==> config.mk <==
export PLATFORM = sky130hd
export DESIGN_NAME = eslm_top
export DESIGN_NICKNAME = d
export VERILOG_FILES = /design/src/inc/eslm_pkg.sv /design/src/inc/eslm_tick_if.sv /design/src/eslm_limiter.sv /design/src/eslm_timer.sv /design/src/eslm_top.sv
export SDC_FILE = /design/constraint.sdc
export NUM_CORES = 1
export LEC_CHECK = 0
export ABC_CLOCK_PERIOD_IN_PS = 7500
export BUFFER_PORTS_ARGS = -buffer_cell sky130_fd_sc_hd__buf_2
export CORE_MARGIN = 4
export CORE_UTILIZATION = 45
export CTS_BUF_LIST = sky130_fd_sc_hd__clkbuf_8
export DETAILED_ROUTE_END_ITERATION = 12
export SYNTH_ARGS = -nofsm -noshare
export SYNTH_HDL_FRONTEND = slang
export SYNTH_HIERARCHICAL = 1
export SYNTH_SLANG_ARGS = --single-unit
==> constraint.sdc <==
create_clock -name SYS_CLK -period 7.5 [get_ports SYS_CLK]
set_input_delay 0.375 -clock SYS_CLK [delete_from_list [all_inputs] [get_ports SYS_CLK]]
set_output_delay 0.375 -clock SYS_CLK [all_outputs]
set_load 0.01 [all_outputs]
==> src/inc/eslm_pkg.sv <==
// package: constants, enums and helpers for the engine speed limiter menu
package eslm_pkg;
  // ************************************************************
  // limits and encodings
  // ************************************************************
  localparam logic [9:0] LIM_STEP_RPM    = 10'h064;   // 100 rpm per step
  localparam logic [9:0] LIM_MIN_STEPS   = 10'h00A;   // 1000 rpm
  localparam logic [9:0] LIM_MAX_STEPS   = 10'h257;   // 59900 rpm
  localparam logic [9:0] LIM_RESET_STEPS = 10'h257;   // factory 59900 rpm
  localparam logic [5:0] ANG_MAX_DEG     = 6'h27;     // 39 degrees
  localparam logic       CUT_SUPPRESS    = 1'b0;
  localparam logic       CUT_ANGLE       = 1'b1;
  localparam logic [3:0] TTHOU_LAST      = 4'h5;
  localparam logic [3:0] DIGIT_LAST      = 4'h9;
  localparam logic [3:0] TENS_NO_CODE    = 4'hF;      // 'no' candidate of tens position
  localparam logic [3:0] BLANK_CODE      = 4'hE;
  // display glyph codes in the high nibble pair
  localparam logic [7:0] GLYPH_DIGIT     = 8'h00;
  localparam logic [7:0] GLYPH_PROMPT    = 8'hA1;     // input prompt
  localparam logic [7:0] GLYPH_SEL_LIM   = 8'hA2;     // speed limit option
  localparam logic [7:0] GLYPH_SEL_ANG   = 8'hA3;     // cut-off angle option
  localparam logic [7:0] GLYPH_NO        = 8'hA4;     // suppression
  localparam logic [7:0] GLYPH_ERROR     = 8'hA5;     // entry error indication
  localparam logic [7:0] GLYPH_STORED    = 8'hA6;     // stored confirmation
  localparam logic [7:0] GLYPH_SPEED     = 8'hA7;     // normal operation
  // ************************************************************
  // timing
  // ************************************************************
  localparam int unsigned CLK_HZ     = 40_000_000;
  localparam int unsigned STEP_MS    = 3000;          // 3 s per shown option
  localparam int unsigned STEP_TICKS = (CLK_HZ / 1000) * STEP_MS;

  typedef enum {
    ESLM_NORMAL, ESLM_SHOW_LIM, ESLM_SHOW_ANG, ESLM_PROMPT, ESLM_PICK,
    ESLM_D_TTH, ESLM_D_TH, ESLM_D_H, ESLM_PICK2, ESLM_A_TENS, ESLM_A_UNIT,
    ESLM_CHECK, ESLM_ERROR, ESLM_RES_LIM, ESLM_RES_ANG, ESLM_STORED
  } eslm_state_e;

  // wrap-around candidate counter
  function automatic logic [3:0] eslm_next_digit(input logic [3:0] d, input logic [3:0] last);
    eslm_next_digit = (d == last) ? 4'h0 : d + 4'h1;
  endfunction

  // limit steps from three entered digits
  function automatic logic [9:0] eslm_steps(input logic [3:0] a, input logic [3:0] b,
                                            input logic [3:0] c);
    eslm_steps = 10'(a) * 10'h064 + 10'(b) * 10'h00A + 10'(c);
  endfunction
endpackage

==> src/inc/eslm_tick_if.sv <==
// interface: timing tick and step restart between menu and its timer
`timescale 1ns/1ps
interface eslm_tick_if;
  logic restart;
  logic tick;
  modport timer (input restart, output tick);
  modport menu  (output restart, input tick);
endinterface

==> src/eslm_limiter.sv <==
// module: per-revolution over-speed decision for the ignition path
`timescale 1ns/1ps
module eslm_limiter
  import eslm_pkg::*;
#(
  parameter int unsigned PW = 24
) (
  input  wire logic          clk,
  input  wire logic          rst_n,
  input  wire logic          ce,
  input  wire logic          rev_pulse,
  input  wire logic [PW-1:0] period,
  input  wire logic [PW-1:0] limit_period,
  output logic               over_reg
);
  // shorter period means faster engine; sampled once per revolution
  always_ff @(posedge clk or negedge rst_n) begin
    if (!rst_n) begin
      over_reg <= 1'b0;
    end else if (ce && rev_pulse) begin
      over_reg <= (period < limit_period);
    end
  end
endmodule

==> src/eslm_timer.sv <==
// module: 3 s step timer producing one-cycle ticks
`timescale 1ns/1ps
module eslm_timer
  import eslm_pkg::*;
#(
  parameter int unsigned TICKS = STEP_TICKS
) (
  input  wire logic    clk,
  input  wire logic    rst_n,
  input  wire logic    ce,
  eslm_tick_if.timer   tif
);
  logic [31:0] cnt_reg;

  // restart on a switch actuation aligns the option shown next to a full step
  always_ff @(posedge clk or negedge rst_n) begin
    if (!rst_n) begin
      cnt_reg  <= 32'h0;
      tif.tick <= 1'b0;
    end else if (ce) begin
      tif.tick <= 1'b0;
      if (tif.restart) begin
        cnt_reg <= 32'h0;
      end else if (cnt_reg == 32'(TICKS - 1)) begin
        cnt_reg  <= 32'h0;
        tif.tick <= 1'b1;
      end else begin
        cnt_reg <= cnt_reg + 32'h1;
      end
    end
  end
endmodule

==> src/eslm_top.sv <==
// module: speed limiter with single-switch programming menu
`timescale 1ns/1ps
module eslm_top
  import eslm_pkg::*;
#(
  parameter int unsigned PW    = 24,
  parameter int unsigned TICKS = STEP_TICKS
) (
  input  wire logic          SYS_CLK,
  input  wire logic          ARST_N,
  input  wire logic          CE,
  input  wire logic          MENU_ENTER,
  input  wire logic          SWITCH_PULSE,
  input  wire logic          REV_PULSE,
  input  wire logic [PW-1:0] PERIOD,
  input  wire logic [PW-1:0] LIMIT_PERIOD,
  output logic [9:0]         SPEED_LIMIT_VALUE,
  output logic               CUT_MODE,
  output logic [5:0]         CUT_ANGLE_DEG,
  output logic               SPARK_INHIBIT,
  output logic               FORCE_ANGLE,
  output logic               ARMED,
  output logic [7:0]         DISP_GLYPH,
  output logic [3:0]         DISP_DIGIT,
  output logic               DISP_FLASH,
  output logic               ENTRY_ERROR_INDICATION,
  output logic               STORE_STROBE
);
  // ************************************************************
  // reset release
  // ************************************************************
  logic rst_s1_reg;
  logic rst_n_reg;

  // two-stage release so the whole design leaves reset on one edge
  always_ff @(posedge SYS_CLK or negedge ARST_N) begin
    if (!ARST_N) begin
      rst_s1_reg <= 1'b0;
      rst_n_reg  <= 1'b0;
    end else begin
      rst_s1_reg <= 1'b1;
      rst_n_reg  <= rst_s1_reg;
    end
  end

  // ************************************************************
  // sub-blocks
  // ************************************************************
  eslm_tick_if tif ();
  logic        over_reg;

  eslm_timer #(.TICKS(TICKS)) u_timer (
    .clk   (SYS_CLK),
    .rst_n (rst_n_reg),
    .ce    (CE),
    .tif   (tif)
  );

  eslm_limiter #(.PW(PW)) u_lim (
    .clk          (SYS_CLK),
    .rst_n        (rst_n_reg),
    .ce           (CE),
    .rev_pulse    (REV_PULSE),
    .period       (PERIOD),
    .limit_period (LIMIT_PERIOD),
    .over_reg     (over_reg)
  );

  // ************************************************************
  // menu state
  // ************************************************************
  eslm_state_e state_reg;
  logic [3:0]  cand_reg;      // candidate now flashing
  logic [3:0]  show_idx_reg;  // digit index while showing values
  logic [3:0]  d_tth_reg;
  logic [3:0]  d_th_reg;
  logic [3:0]  d_h_reg;
  logic [3:0]  a_tens_reg;
  logic        lim_done_reg;  // limit already entered in this session
  logic        ang_done_reg;
  logic        new_lim_reg;
  logic        new_ang_reg;
  logic        new_mode_reg;
  logic [5:0]  new_deg_reg;
  logic        err_reg;
  logic [9:0]  entered;

  assign entered     = eslm_steps(d_tth_reg, d_th_reg, d_h_reg);
  assign tif.restart = SWITCH_PULSE && (state_reg != ESLM_NORMAL);

  // menu sequencer; every option advances on the 3 s tick
  always_ff @(posedge SYS_CLK or negedge rst_n_reg) begin
    if (!rst_n_reg) begin
      state_reg    <= ESLM_NORMAL;
      cand_reg     <= 4'h0;
      show_idx_reg <= 4'h0;
      d_tth_reg    <= 4'h0;
      d_th_reg     <= 4'h0;
      d_h_reg      <= 4'h0;
      a_tens_reg   <= 4'h0;
      lim_done_reg <= 1'b0;
      ang_done_reg <= 1'b0;
      new_lim_reg  <= 1'b0;
      new_ang_reg  <= 1'b0;
      new_mode_reg <= CUT_SUPPRESS;
      new_deg_reg  <= 6'h00;
      err_reg      <= 1'b0;
    end else if (CE) begin
      case (state_reg)
        ESLM_NORMAL: begin
          if (MENU_ENTER) begin
            state_reg    <= ESLM_SHOW_LIM;
            show_idx_reg <= 4'h0;
            lim_done_reg <= 1'b0;
            ang_done_reg <= 1'b0;
            new_lim_reg  <= 1'b0;
            new_ang_reg  <= 1'b0;
            err_reg      <= 1'b0;
          end
        end
        ESLM_SHOW_LIM: begin
          // five figures of the limit, one per step
          if (tif.tick) begin
            if (show_idx_reg == 4'h4) begin
              state_reg <= ESLM_SHOW_ANG;
            end else begin
              show_idx_reg <= show_idx_reg + 4'h1;
            end
          end
        end
        ESLM_SHOW_ANG: begin
          if (tif.tick) begin
            state_reg <= ESLM_PROMPT;
          end
        end
        ESLM_PROMPT: begin
          if (tif.tick) begin
            state_reg <= ESLM_PICK;
            cand_reg  <= 4'h0;
          end
        end
        ESLM_PICK: begin
          // cand 0 = limit, 1 = angle
          if (SWITCH_PULSE) begin
            state_reg <= (cand_reg == 4'h0) ? ESLM_D_TTH : ESLM_A_TENS;
            cand_reg  <= (cand_reg == 4'h0) ? 4'h0 : TENS_NO_CODE;
          end else if (tif.tick) begin
            if (cand_reg == 4'h1) begin
              state_reg <= ESLM_NORMAL;
            end else begin
              cand_reg <= 4'h1;
            end
          end
        end
        ESLM_D_TTH: begin
          if (SWITCH_PULSE) begin
            d_tth_reg <= cand_reg;
            cand_reg  <= 4'h0;
            state_reg <= ESLM_D_TH;
          end else if (tif.tick) begin
            if (cand_reg == TTHOU_LAST) state_reg <= ESLM_NORMAL;
            cand_reg <= eslm_next_digit(cand_reg, TTHOU_LAST);
          end
        end
        ESLM_D_TH: begin
          if (SWITCH_PULSE) begin
            d_th_reg  <= cand_reg;
            cand_reg  <= 4'h0;
            state_reg <= ESLM_D_H;
          end else if (tif.tick) begin
            if (cand_reg == DIGIT_LAST) state_reg <= ESLM_NORMAL;
            cand_reg <= eslm_next_digit(cand_reg, DIGIT_LAST);
          end
        end
        ESLM_D_H: begin
          if (SWITCH_PULSE) begin
            d_h_reg      <= cand_reg;
            lim_done_reg <= 1'b1;
            new_lim_reg  <= 1'b1;
            state_reg    <= ang_done_reg ? ESLM_CHECK : ESLM_PICK2;
          end else if (tif.tick) begin
            if (cand_reg == DIGIT_LAST) state_reg <= ESLM_NORMAL;
            cand_reg <= eslm_next_digit(cand_reg, DIGIT_LAST);
          end
        end
        ESLM_PICK2: begin
          // one remaining parameter, one 3 s step, else go check
          if (SWITCH_PULSE) begin
            state_reg <= lim_done_reg ? ESLM_A_TENS : ESLM_D_TTH;
            cand_reg  <= lim_done_reg ? TENS_NO_CODE : 4'h0;
          end else if (tif.tick) begin
            state_reg <= ESLM_CHECK;
          end
        end
        ESLM_A_TENS: begin
          if (SWITCH_PULSE) begin
            if (cand_reg == TENS_NO_CODE) begin
              new_mode_reg <= CUT_SUPPRESS;
              new_ang_reg  <= 1'b1;
              ang_done_reg <= 1'b1;
              state_reg    <= lim_done_reg ? ESLM_CHECK : ESLM_PICK2;
            end else begin
              a_tens_reg <= cand_reg;
              cand_reg   <= 4'h0;
              state_reg  <= ESLM_A_UNIT;
            end
          end else if (tif.tick) begin
            // order: no, 0..9
            if (cand_reg == DIGIT_LAST) begin
              state_reg <= ESLM_NORMAL;
            end
            cand_reg <= (cand_reg == TENS_NO_CODE) ? 4'h0
                        : eslm_next_digit(cand_reg, DIGIT_LAST);
          end
        end
        ESLM_A_UNIT: begin
          if (SWITCH_PULSE) begin
            new_mode_reg <= CUT_ANGLE;
            new_deg_reg  <= 6'(a_tens_reg) * 6'h0A + 6'(cand_reg);
            new_ang_reg  <= 1'b1;
            ang_done_reg <= 1'b1;
            state_reg    <= lim_done_reg ? ESLM_CHECK : ESLM_PICK2;
          end else if (tif.tick) begin
            if (cand_reg == DIGIT_LAST) state_reg <= ESLM_NORMAL;
            cand_reg <= eslm_next_digit(cand_reg, DIGIT_LAST);
          end
        end
        ESLM_CHECK: begin
          // a tens of 4..9 gives an angle above 39 and is also rejected
          err_reg <= (new_lim_reg && (entered < LIM_MIN_STEPS || entered > LIM_MAX_STEPS))
                     || (new_ang_reg && new_mode_reg == CUT_ANGLE
                         && (a_tens_reg > 4'(ANG_MAX_DEG / 6'h0A)
                             || new_deg_reg > ANG_MAX_DEG));
          state_reg    <= ESLM_ERROR;
          show_idx_reg <= 4'h0;
        end
        ESLM_ERROR: begin
          // error step is skipped by a single cycle when all is well
          if (!err_reg || tif.tick) begin
            state_reg <= ESLM_RES_LIM;
          end
        end
        ESLM_RES_LIM: begin
          if (tif.tick) begin
            if (show_idx_reg == 4'h4) begin
              state_reg <= ESLM_RES_ANG;
            end else begin
              show_idx_reg <= show_idx_reg + 4'h1;
            end
          end
        end
        ESLM_RES_ANG: begin
          if (tif.tick) begin
            state_reg <= err_reg ? ESLM_NORMAL : ESLM_STORED;
          end
        end
        ESLM_STORED: begin
          if (tif.tick) begin
            state_reg <= ESLM_NORMAL;
          end
        end
        default: begin
          state_reg <= ESLM_NORMAL;
        end
      endcase
    end
  end

  // ************************************************************
  // stored settings
  // ************************************************************
  logic commit;
  assign commit = (state_reg == ESLM_ERROR) && !err_reg && (new_lim_reg || new_ang_reg);

  // commit happens after check; the store strobe tells persistence to write
  always_ff @(posedge SYS_CLK or negedge rst_n_reg) begin
    if (!rst_n_reg) begin
      SPEED_LIMIT_VALUE <= LIM_RESET_STEPS;
      CUT_MODE          <= CUT_SUPPRESS;
      CUT_ANGLE_DEG     <= 6'h00;
      STORE_STROBE      <= 1'b0;
    end else if (CE) begin
      STORE_STROBE <= 1'b0;
      if (commit) begin
        STORE_STROBE <= 1'b1;
        if (new_lim_reg) begin
          SPEED_LIMIT_VALUE <= entered;
        end
        if (new_ang_reg) begin
          CUT_MODE      <= new_mode_reg;
          CUT_ANGLE_DEG <= new_deg_reg;
        end
      end
    end
  end

  // ************************************************************
  // ignition control
  // ************************************************************
  // ignition is disarmed while the operator is in the menu
  always_ff @(posedge SYS_CLK or negedge rst_n_reg) begin
    if (!rst_n_reg) begin
      SPARK_INHIBIT <= 1'b0;
      FORCE_ANGLE   <= 1'b0;
      ARMED         <= 1'b0;
    end else if (CE) begin
      ARMED         <= (state_reg == ESLM_NORMAL);
      SPARK_INHIBIT <= over_reg && CUT_MODE == CUT_SUPPRESS;
      FORCE_ANGLE   <= over_reg && CUT_MODE == CUT_ANGLE;
    end
  end

  // ************************************************************
  // display
  // ************************************************************
  logic [3:0] shown_digit;
  logic [3:0] lim_tth;
  logic [3:0] lim_th;
  logic [3:0] lim_h;

  assign lim_tth = 4'(SPEED_LIMIT_VALUE / 10'h064);
  assign lim_th  = 4'((SPEED_LIMIT_VALUE / 10'h00A) % 10'h00A);
  assign lim_h   = 4'(SPEED_LIMIT_VALUE % 10'h00A);

  // figure of the stored limit; last two figures are always zero
  always_comb begin
    case (show_idx_reg)
      4'h0:    shown_digit = lim_tth;
      4'h1:    shown_digit = lim_th;
      4'h2:    shown_digit = lim_h;
      default: shown_digit = 4'h0;
    endcase
  end

  // display and indication flags registered straight from state
  always_ff @(posedge SYS_CLK or negedge rst_n_reg) begin
    if (!rst_n_reg) begin
      DISP_GLYPH             <= GLYPH_SPEED;
      DISP_DIGIT             <= BLANK_CODE;
      DISP_FLASH             <= 1'b0;
      ENTRY_ERROR_INDICATION <= 1'b0;
    end else if (CE) begin
      DISP_FLASH             <= 1'b0;
      DISP_DIGIT             <= BLANK_CODE;
      ENTRY_ERROR_INDICATION <= 1'b0;
      case (state_reg)
        ESLM_SHOW_LIM, ESLM_RES_LIM: begin
          DISP_GLYPH <= GLYPH_DIGIT;
          DISP_DIGIT <= shown_digit;
        end
        ESLM_SHOW_ANG, ESLM_RES_ANG: begin
          DISP_GLYPH <= (CUT_MODE == CUT_SUPPRESS) ? GLYPH_NO : GLYPH_DIGIT;
          DISP_DIGIT <= (CUT_MODE == CUT_SUPPRESS) ? BLANK_CODE : 4'(CUT_ANGLE_DEG % 6'h0A);
        end
        ESLM_PROMPT: DISP_GLYPH <= GLYPH_PROMPT;
        ESLM_PICK: begin
          DISP_GLYPH <= (cand_reg == 4'h0) ? GLYPH_SEL_LIM : GLYPH_SEL_ANG;
          DISP_FLASH <= 1'b1;
        end
        ESLM_PICK2: begin
          DISP_GLYPH <= lim_done_reg ? GLYPH_SEL_ANG : GLYPH_SEL_LIM;
          DISP_FLASH <= 1'b1;
        end
        ESLM_D_TTH, ESLM_D_TH, ESLM_D_H, ESLM_A_UNIT: begin
          DISP_GLYPH <= GLYPH_DIGIT;
          DISP_DIGIT <= cand_reg;
          DISP_FLASH <= 1'b1;
        end
        ESLM_A_TENS: begin
          DISP_GLYPH <= (cand_reg == TENS_NO_CODE) ? GLYPH_NO : GLYPH_DIGIT;
          DISP_DIGIT <= (cand_reg == TENS_NO_CODE) ? BLANK_CODE : cand_reg;
          DISP_FLASH <= 1'b1;
        end
        ESLM_ERROR: begin
          DISP_GLYPH             <= err_reg ? GLYPH_ERROR : GLYPH_DIGIT;
          ENTRY_ERROR_INDICATION <= err_reg;
        end
        ESLM_STORED: DISP_GLYPH <= GLYPH_STORED;
        ESLM_NORMAL: DISP_GLYPH <= GLYPH_SPEED;
        default:     DISP_GLYPH <= GLYPH_SPEED;
      endcase
    end
  end
endmodule
# Yosys cells after proc, flatten, opt, wreduce, memory -nomap -nowiden

Cells that the tools add are included.

Output and inout port bits: 35
Input bits: 54
Word-level logic and storage cells: 226
Register bits after elaboration: 137

$mul: 3
Eq/ne operators: 50
$add $sub $neg: 6
Divide/modulo/power cells: 5
Muxes and demuxes: 81
Reductions and logical operators: 46
$lt $le $gt $ge: 5
Bitwise logic cells: 2

Operator list:

| kind                    | number |
|---|---|
| $mux W32                | 26 |
| $pmux W32 S16           | 1 |
| $eq A32 B4 Y1 const B   | 8 |
| $eq A32 B3 Y1 const B   | 4 |
| $mux W4                 | 26 |
| $eq A32 B2 Y1 const B   | 2 |
| $logic_not A32 Y1       | 2 |
| $pmux W8 S8             | 1 |
| $add A32 B1 Y32 const B | 1 |
| $eq A32 B1 Y1 const B   | 1 |
| $eq A32 B27 Y1 const B  | 1 |
| $eq A32 B5 Y1 const B   | 1 |
| $reduce_bool A32 Y1     | 1 |
| $pmux W4 S7             | 1 |
| $lt A24 B24 Y1          | 1 |
| $mux W8                 | 3 |
| $pmux W4 S3             | 2 |
| $ne A2 B2 Y1 const B    | 11 |
| $reduce_and A3 Y1       | 7 |
| $mod A10 B4 Y10 const B | 2 |
| $pmux W4 S4             | 1 |
| $reduce_and A16 Y1      | 1 |
| $ne A2 B1 Y1 const B    | 7 |
| $mux W1                 | 13 |
| 39 further kinds        | 74 |

# Depth between registers and ports, before layout

Word-level depth: 8
Mapped depth: 19
Mapped depth without buffers: 17

# Hierarchy

The synthesis kept the hierarchy.

By module, submodules not included:

| module       | cells an instance | sequential area each (µm²) | area an instance (µm²) | instances |
|---|---|---|---|---|
| eslm_top     | 977               | 2493.6                     | 8194.1                 | 1 |
| eslm_timer   | 215               | 825.8                      | 1894.3                 | 1 |
| eslm_limiter | 86                | 25.0                       | 634.4                  | 1 |

# Worst setup path after synthesis

OpenSTA, ideal clock, no wires.

Path type: reg2reg
Start: register show_idx_reg[0]
End: register DISP_DIGIT[2]
Cell stages (with the launch flop): 17
Setup time: 73 ps
Setup slack: 3909 ps
Required time: 7427 ps
Arrival: 3518 ps
Buffers on the path: 1
Period minus slack after synthesis: 3591 ps
Cell sequence: dfrtp_1 -> inv_1 -> ha_1 -> or3b_1 -> buf_6 -> nor2_1 -> o31a_1 -> nor3_2 -> a21oi_1 -> mux2i_1 -> nor2_1 -> ha_1 -> and2_0 -> or4b_4 -> a31oi_1 -> o2bb2ai_1 -> a21oi_1

Cells in the longest elaborated chain, start to end: 3
Elaborated cells on any way between the ends: 5
Those cells by class: eq/ne: 2; mux: 2; reduce/logical: 1

Ends and longest elaborated chain:

| element                              | RTL line        | RTL |
|---|---|---|
| start, declared                      | eslm_top.sv:74  | `logic [3:0] show_idx_reg;` |
| start signal, assigned               | eslm_top.sv:127 | `show_idx_reg <= show_idx_reg + 4'h1;` |
| start signal, assigned               | eslm_top.sv:248 | `show_idx_reg <= show_idx_reg + 4'h1;` |
| $eq A4 B2 Y1 (tied with other cells) | eslm_top.sv:327 | `case (show_idx_reg)` |
| $pmux W4 S3 *                        | eslm_top.sv:327 |  |
| $pmux W4 S4 *                        | eslm_top.sv:346 | `case (state_reg)` |
| end signal, assigned                 | eslm_top.sv:349 | `DISP_DIGIT <= shown_digit;` |
| end signal, assigned                 | eslm_top.sv:353 | `DISP_DIGIT <= (CUT_MODE == CUT_SUPPRESS) ? BLANK_CODE : 4'(CUT_ANGLE_DEG % 6'h0A);` |
| end signal, assigned                 | eslm_top.sv:366 | `DISP_DIGIT <= cand_reg;` |
| end, declared                        | eslm_top.sv:24  | `output logic [3:0] DISP_DIGIT,` |

Mark *: on every way between the ends. The rest lies on a longest branch, timed or not.
A chain may end at the register's enable or synchronous reset.

# Worst setup path in the final report

Start: register SPEED_LIMIT_VALUE[6]
End: register DISP_DIGIT[2]

Cells in the longest elaborated chain, start to end: 4
Elaborated cells on any way between the ends: 6
Those cells by class: div: 4; mux: 2

Ends and longest elaborated chain:

| element                | RTL line        | RTL |
|---|---|---|
| start, declared        | eslm_top.sv:17  | `output logic [9:0] SPEED_LIMIT_VALUE,` |
| start signal, assigned | eslm_top.sv:287 | `SPEED_LIMIT_VALUE <= entered;` |
| $div A10 B4 Y10        | eslm_top.sv:322 | `assign lim_th = 4'((SPEED_LIMIT_VALUE / 10'h00A) % 10'h00A);` |
| $mod A10 B4 Y10        | eslm_top.sv:322 |  |
| $pmux W4 S3 *          | eslm_top.sv:327 |  |
| $pmux W4 S4 *          | eslm_top.sv:346 |  |

Marks and branches as above.

==> results.cfg <==
[final_layout]
syn_to_final_growth_pct = 8.495
mostFrequentLayoutCells = 119 x dfrtp_1, 102 x nand2_1, 93 x a21oi_1, 92 x nor2_1, 85 x buf_2
final_cells = 1647
utilization = 0.4956
antenna-diode-count = 0
layout_commonest_cell = dfrtp_1
drive_gt1_frac = 0.1536
nNetsFinal = 1439

[route]
num_vias = 9752
routed_wl_um = 28870
vias_per_cell = 5.921
firstDrtPassIters = 6
drc = 0
drtAntennaViolNets = 0
wl_per_cell_um = 17.53
drtIter0Drc = 813

[sta]
period_needed_ns = 4.488
slew_violations = 0
tightest_slew_ns = 0.9747
setup_viol = 0
rsz0062_at_grt = no
max_freq_mhz = 222.8
post-route-period-util = 0.5984
whs_ns = 0.2239
skew_ns = 0.02190
fin_tns_setup_ns = 0
relSlewSlack = 0.3502
hold_viol = 0

[floorplan]
core_area_sq_mm = 0.02347
start_util = 0.4568
dieArea_sq_mm = 0.02636
die_h_um = 162.4
die_w_um = 162.4
placementRows = 56
io_pins = 89

[worst_setup_path]
arrival_ns = 4.90
cp.required_ns = 7.91
r2r_cells = 13
regToRegSetupSlack_ns = 3.01
cp_max_fo = 48
worstSetupPathType = register to register
endpoint_kind = register
r2r-start = SPEED_LIMIT_VALUE[6]
crit_start = SPEED_LIMIT_VALUE[6]
endpoint = DISP_DIGIT[2]
timing.rr.end = DISP_DIGIT[2]
start_kind = register

[clocking]
htreeDepth = 4
clockBufferDepth = 2
cts_tree = done
clkSinkCount = 133
post_cts_resized = 0
clk_pin_slew_worst_paths_ns = 0.10
post-cts-setup-buffer-count = 0
cts-buffers-inserted = 17
clockRootBuffer = clkbuf_8
insertion_delay_ns = 0.47

[grt]
overflow = 0
track_usage = 0.2208
grt_max_degree = 77
antenna_found_initial = 0
grt_pass1_vias = 9166
grt_pass1_wl_um = 47890

[power_and_ir_drop]
clkPwrFrac = 0.265
worst_ir_drop_vdd_mv = 0.1107
seq_power_share = 0.396
p_sw_frac = 0.4132
p_sw_mw = 0.9712
p_leak_nw = 5.191
p_comb_frac = 0.338
intPower_mw = 1.379
p_per_area_mw_per_mm2 = 202.0

[synth]
yosys_warnings = 6
ys_ff_latch = 133
synth_edf_count = 0
yosysSeqAreaShare = 0.3119
netlist_instances = 1278
avgSynthCellArea_sq_um = 8.390
synth_cell_types = 103
synth-main-ff-cell = dfrtp_1
syn_area_sq_mm = 0.01072
async_flop_share = 1.000

[flow_run]
maxCapViolations = 0

[outcome]
status = finished, final reports clean

[hold_path]
hp-class = input pin to asynchronous set/reset pin

[placed_design]
io_buffers = 85
place_congestion = 0.9454
place_inst = 1614
dp_hpwl_um = 20980
critical path, stage by stage, from the launching register on:
cell and delay [ns]:
dfstp_2 1.05, nor2_1 0.25, a221oi_1 0.30, a31oi_1 0.11, or2_0 0.46, or3_1 0.44
a21oi_1 0.32, nor2_1 0.16, ha_1 0.24, and2_0 0.14, or4b_4 0.52, a31oi_1 0.19
o2bb2ai_1 0.09, a21oi_1 0.15
timing repair:
item / 4_1_cts / 5_1_grt
endpoints found under the setup margin: 0 / 0
hold endpoints to repair: 2 / 0
hold buffers: 1 / 0
synth_stat cells (9+ instances only):
library cell  instances  share of area
nand2b_1             22          0.013
nand4_1              19          0.011
a211oi_1              9         0.0063
nor2b_1              23          0.013
xnor2_1              26          0.021
nand3_1              37          0.017
and2_1               36          0.021
a31oi_1              36          0.021
buf_2                11         0.0051
mux2i_1               9         0.0084
o22ai_1              21          0.012
dfrtp_1             120           0.28
ha_1                 64          0.075
a21o_1               12         0.0084
dfstp_2              13          0.032
buf_6                 9         0.0095
xor2_1               11         0.0090
and3_1               11         0.0064
clkbuf_1             47          0.016
inv_1                72          0.025
nor4_1               15         0.0088
a21oi_1              93          0.043
nor2_1               92          0.032
mux2_2               28          0.029
o211ai_1             15          0.011
nand2_1             102          0.036
o21ai_0              84          0.039
nor3_1               30          0.014
per-stage QoR:
stage | total power, mW | area (sq um) | setup WS [ns]
4_1_cts | 2.362 | 11630 | 3.027
2_1_floorplan | 1.480 | 10730 | 3.543
5_1_grt | 2.505 | 11630 | 2.634
3_5_place_dp | 1.725 | 11220 | 3.055
3_3_place_gp | 1.725 | 11220 | 3.086
6_report | 2.350 | 11630 | 3.012
cell families (layout without fill, tap and decap cells):
family / after synthesis / after routing / synth area share
adders and majority gates: 71 / 71 / 0.08693
buffers and inverters: 154 / 202 / 0.06488
xor gates and xnor gates: 37 / 37 / 0.03022
muxes: 37 / 37 / 0.03781
and+or+nand+nor: 461 / 461 / 0.2322
DFF: 133 / 133 / 0.3119
AOI/OAI and AO/OA: 383 / 383 / 0.2354
other: 2 / 4 / 0.0007004
area by class of cell:
cell class                      count  area, sq um
Fill cell                        2302        11840
Multi-Input combinational cell    993         6696
Sequential cell                   133         3348
Timing Repair Buffer               96        510.5
Tap cell                          319        399.1
Inverter                           74        277.8
Clock buffer                       18        247.7
Clock inverter                     14        153.9
worst min-delay path by stage:
stage | startpoint | end | slack [ns]
finish | ARST_N | rst_s1_reg | 0.22
global route | ARST_N | rst_s1_reg | 0.21
CTS | ARST_N | rst_s1_reg | 0.18
detailed placement | ARST_N | rst_s1_reg | 0.16
global placement | ARST_N | rst_s1_reg | 0.16
floorplan | ARST_N | rst_n_reg | 0.08
power groups by stage:
stage                     logic (mW)  clock network (mW)  registers [mW]
after floorplan                0.585                   0           0.895
after global placement         0.782                   0           0.944
after detailed placement       0.781                   0           0.943
after CTS                      0.787               0.646           0.930
after global routing           0.885               0.673           0.947
final                          0.795               0.624           0.932
routing by layer:
layer	vias to the layer above	GRT usage	part of all wire
met2	320	0.3371	0.45
met5	-	0	0
met3	45	0.04227	0.061
li1	4784	-	-
met4	0	0.06651	0.019
met1	4603	0.3191	0.47
Note: power is estimated with default switching activity, not from simulation.
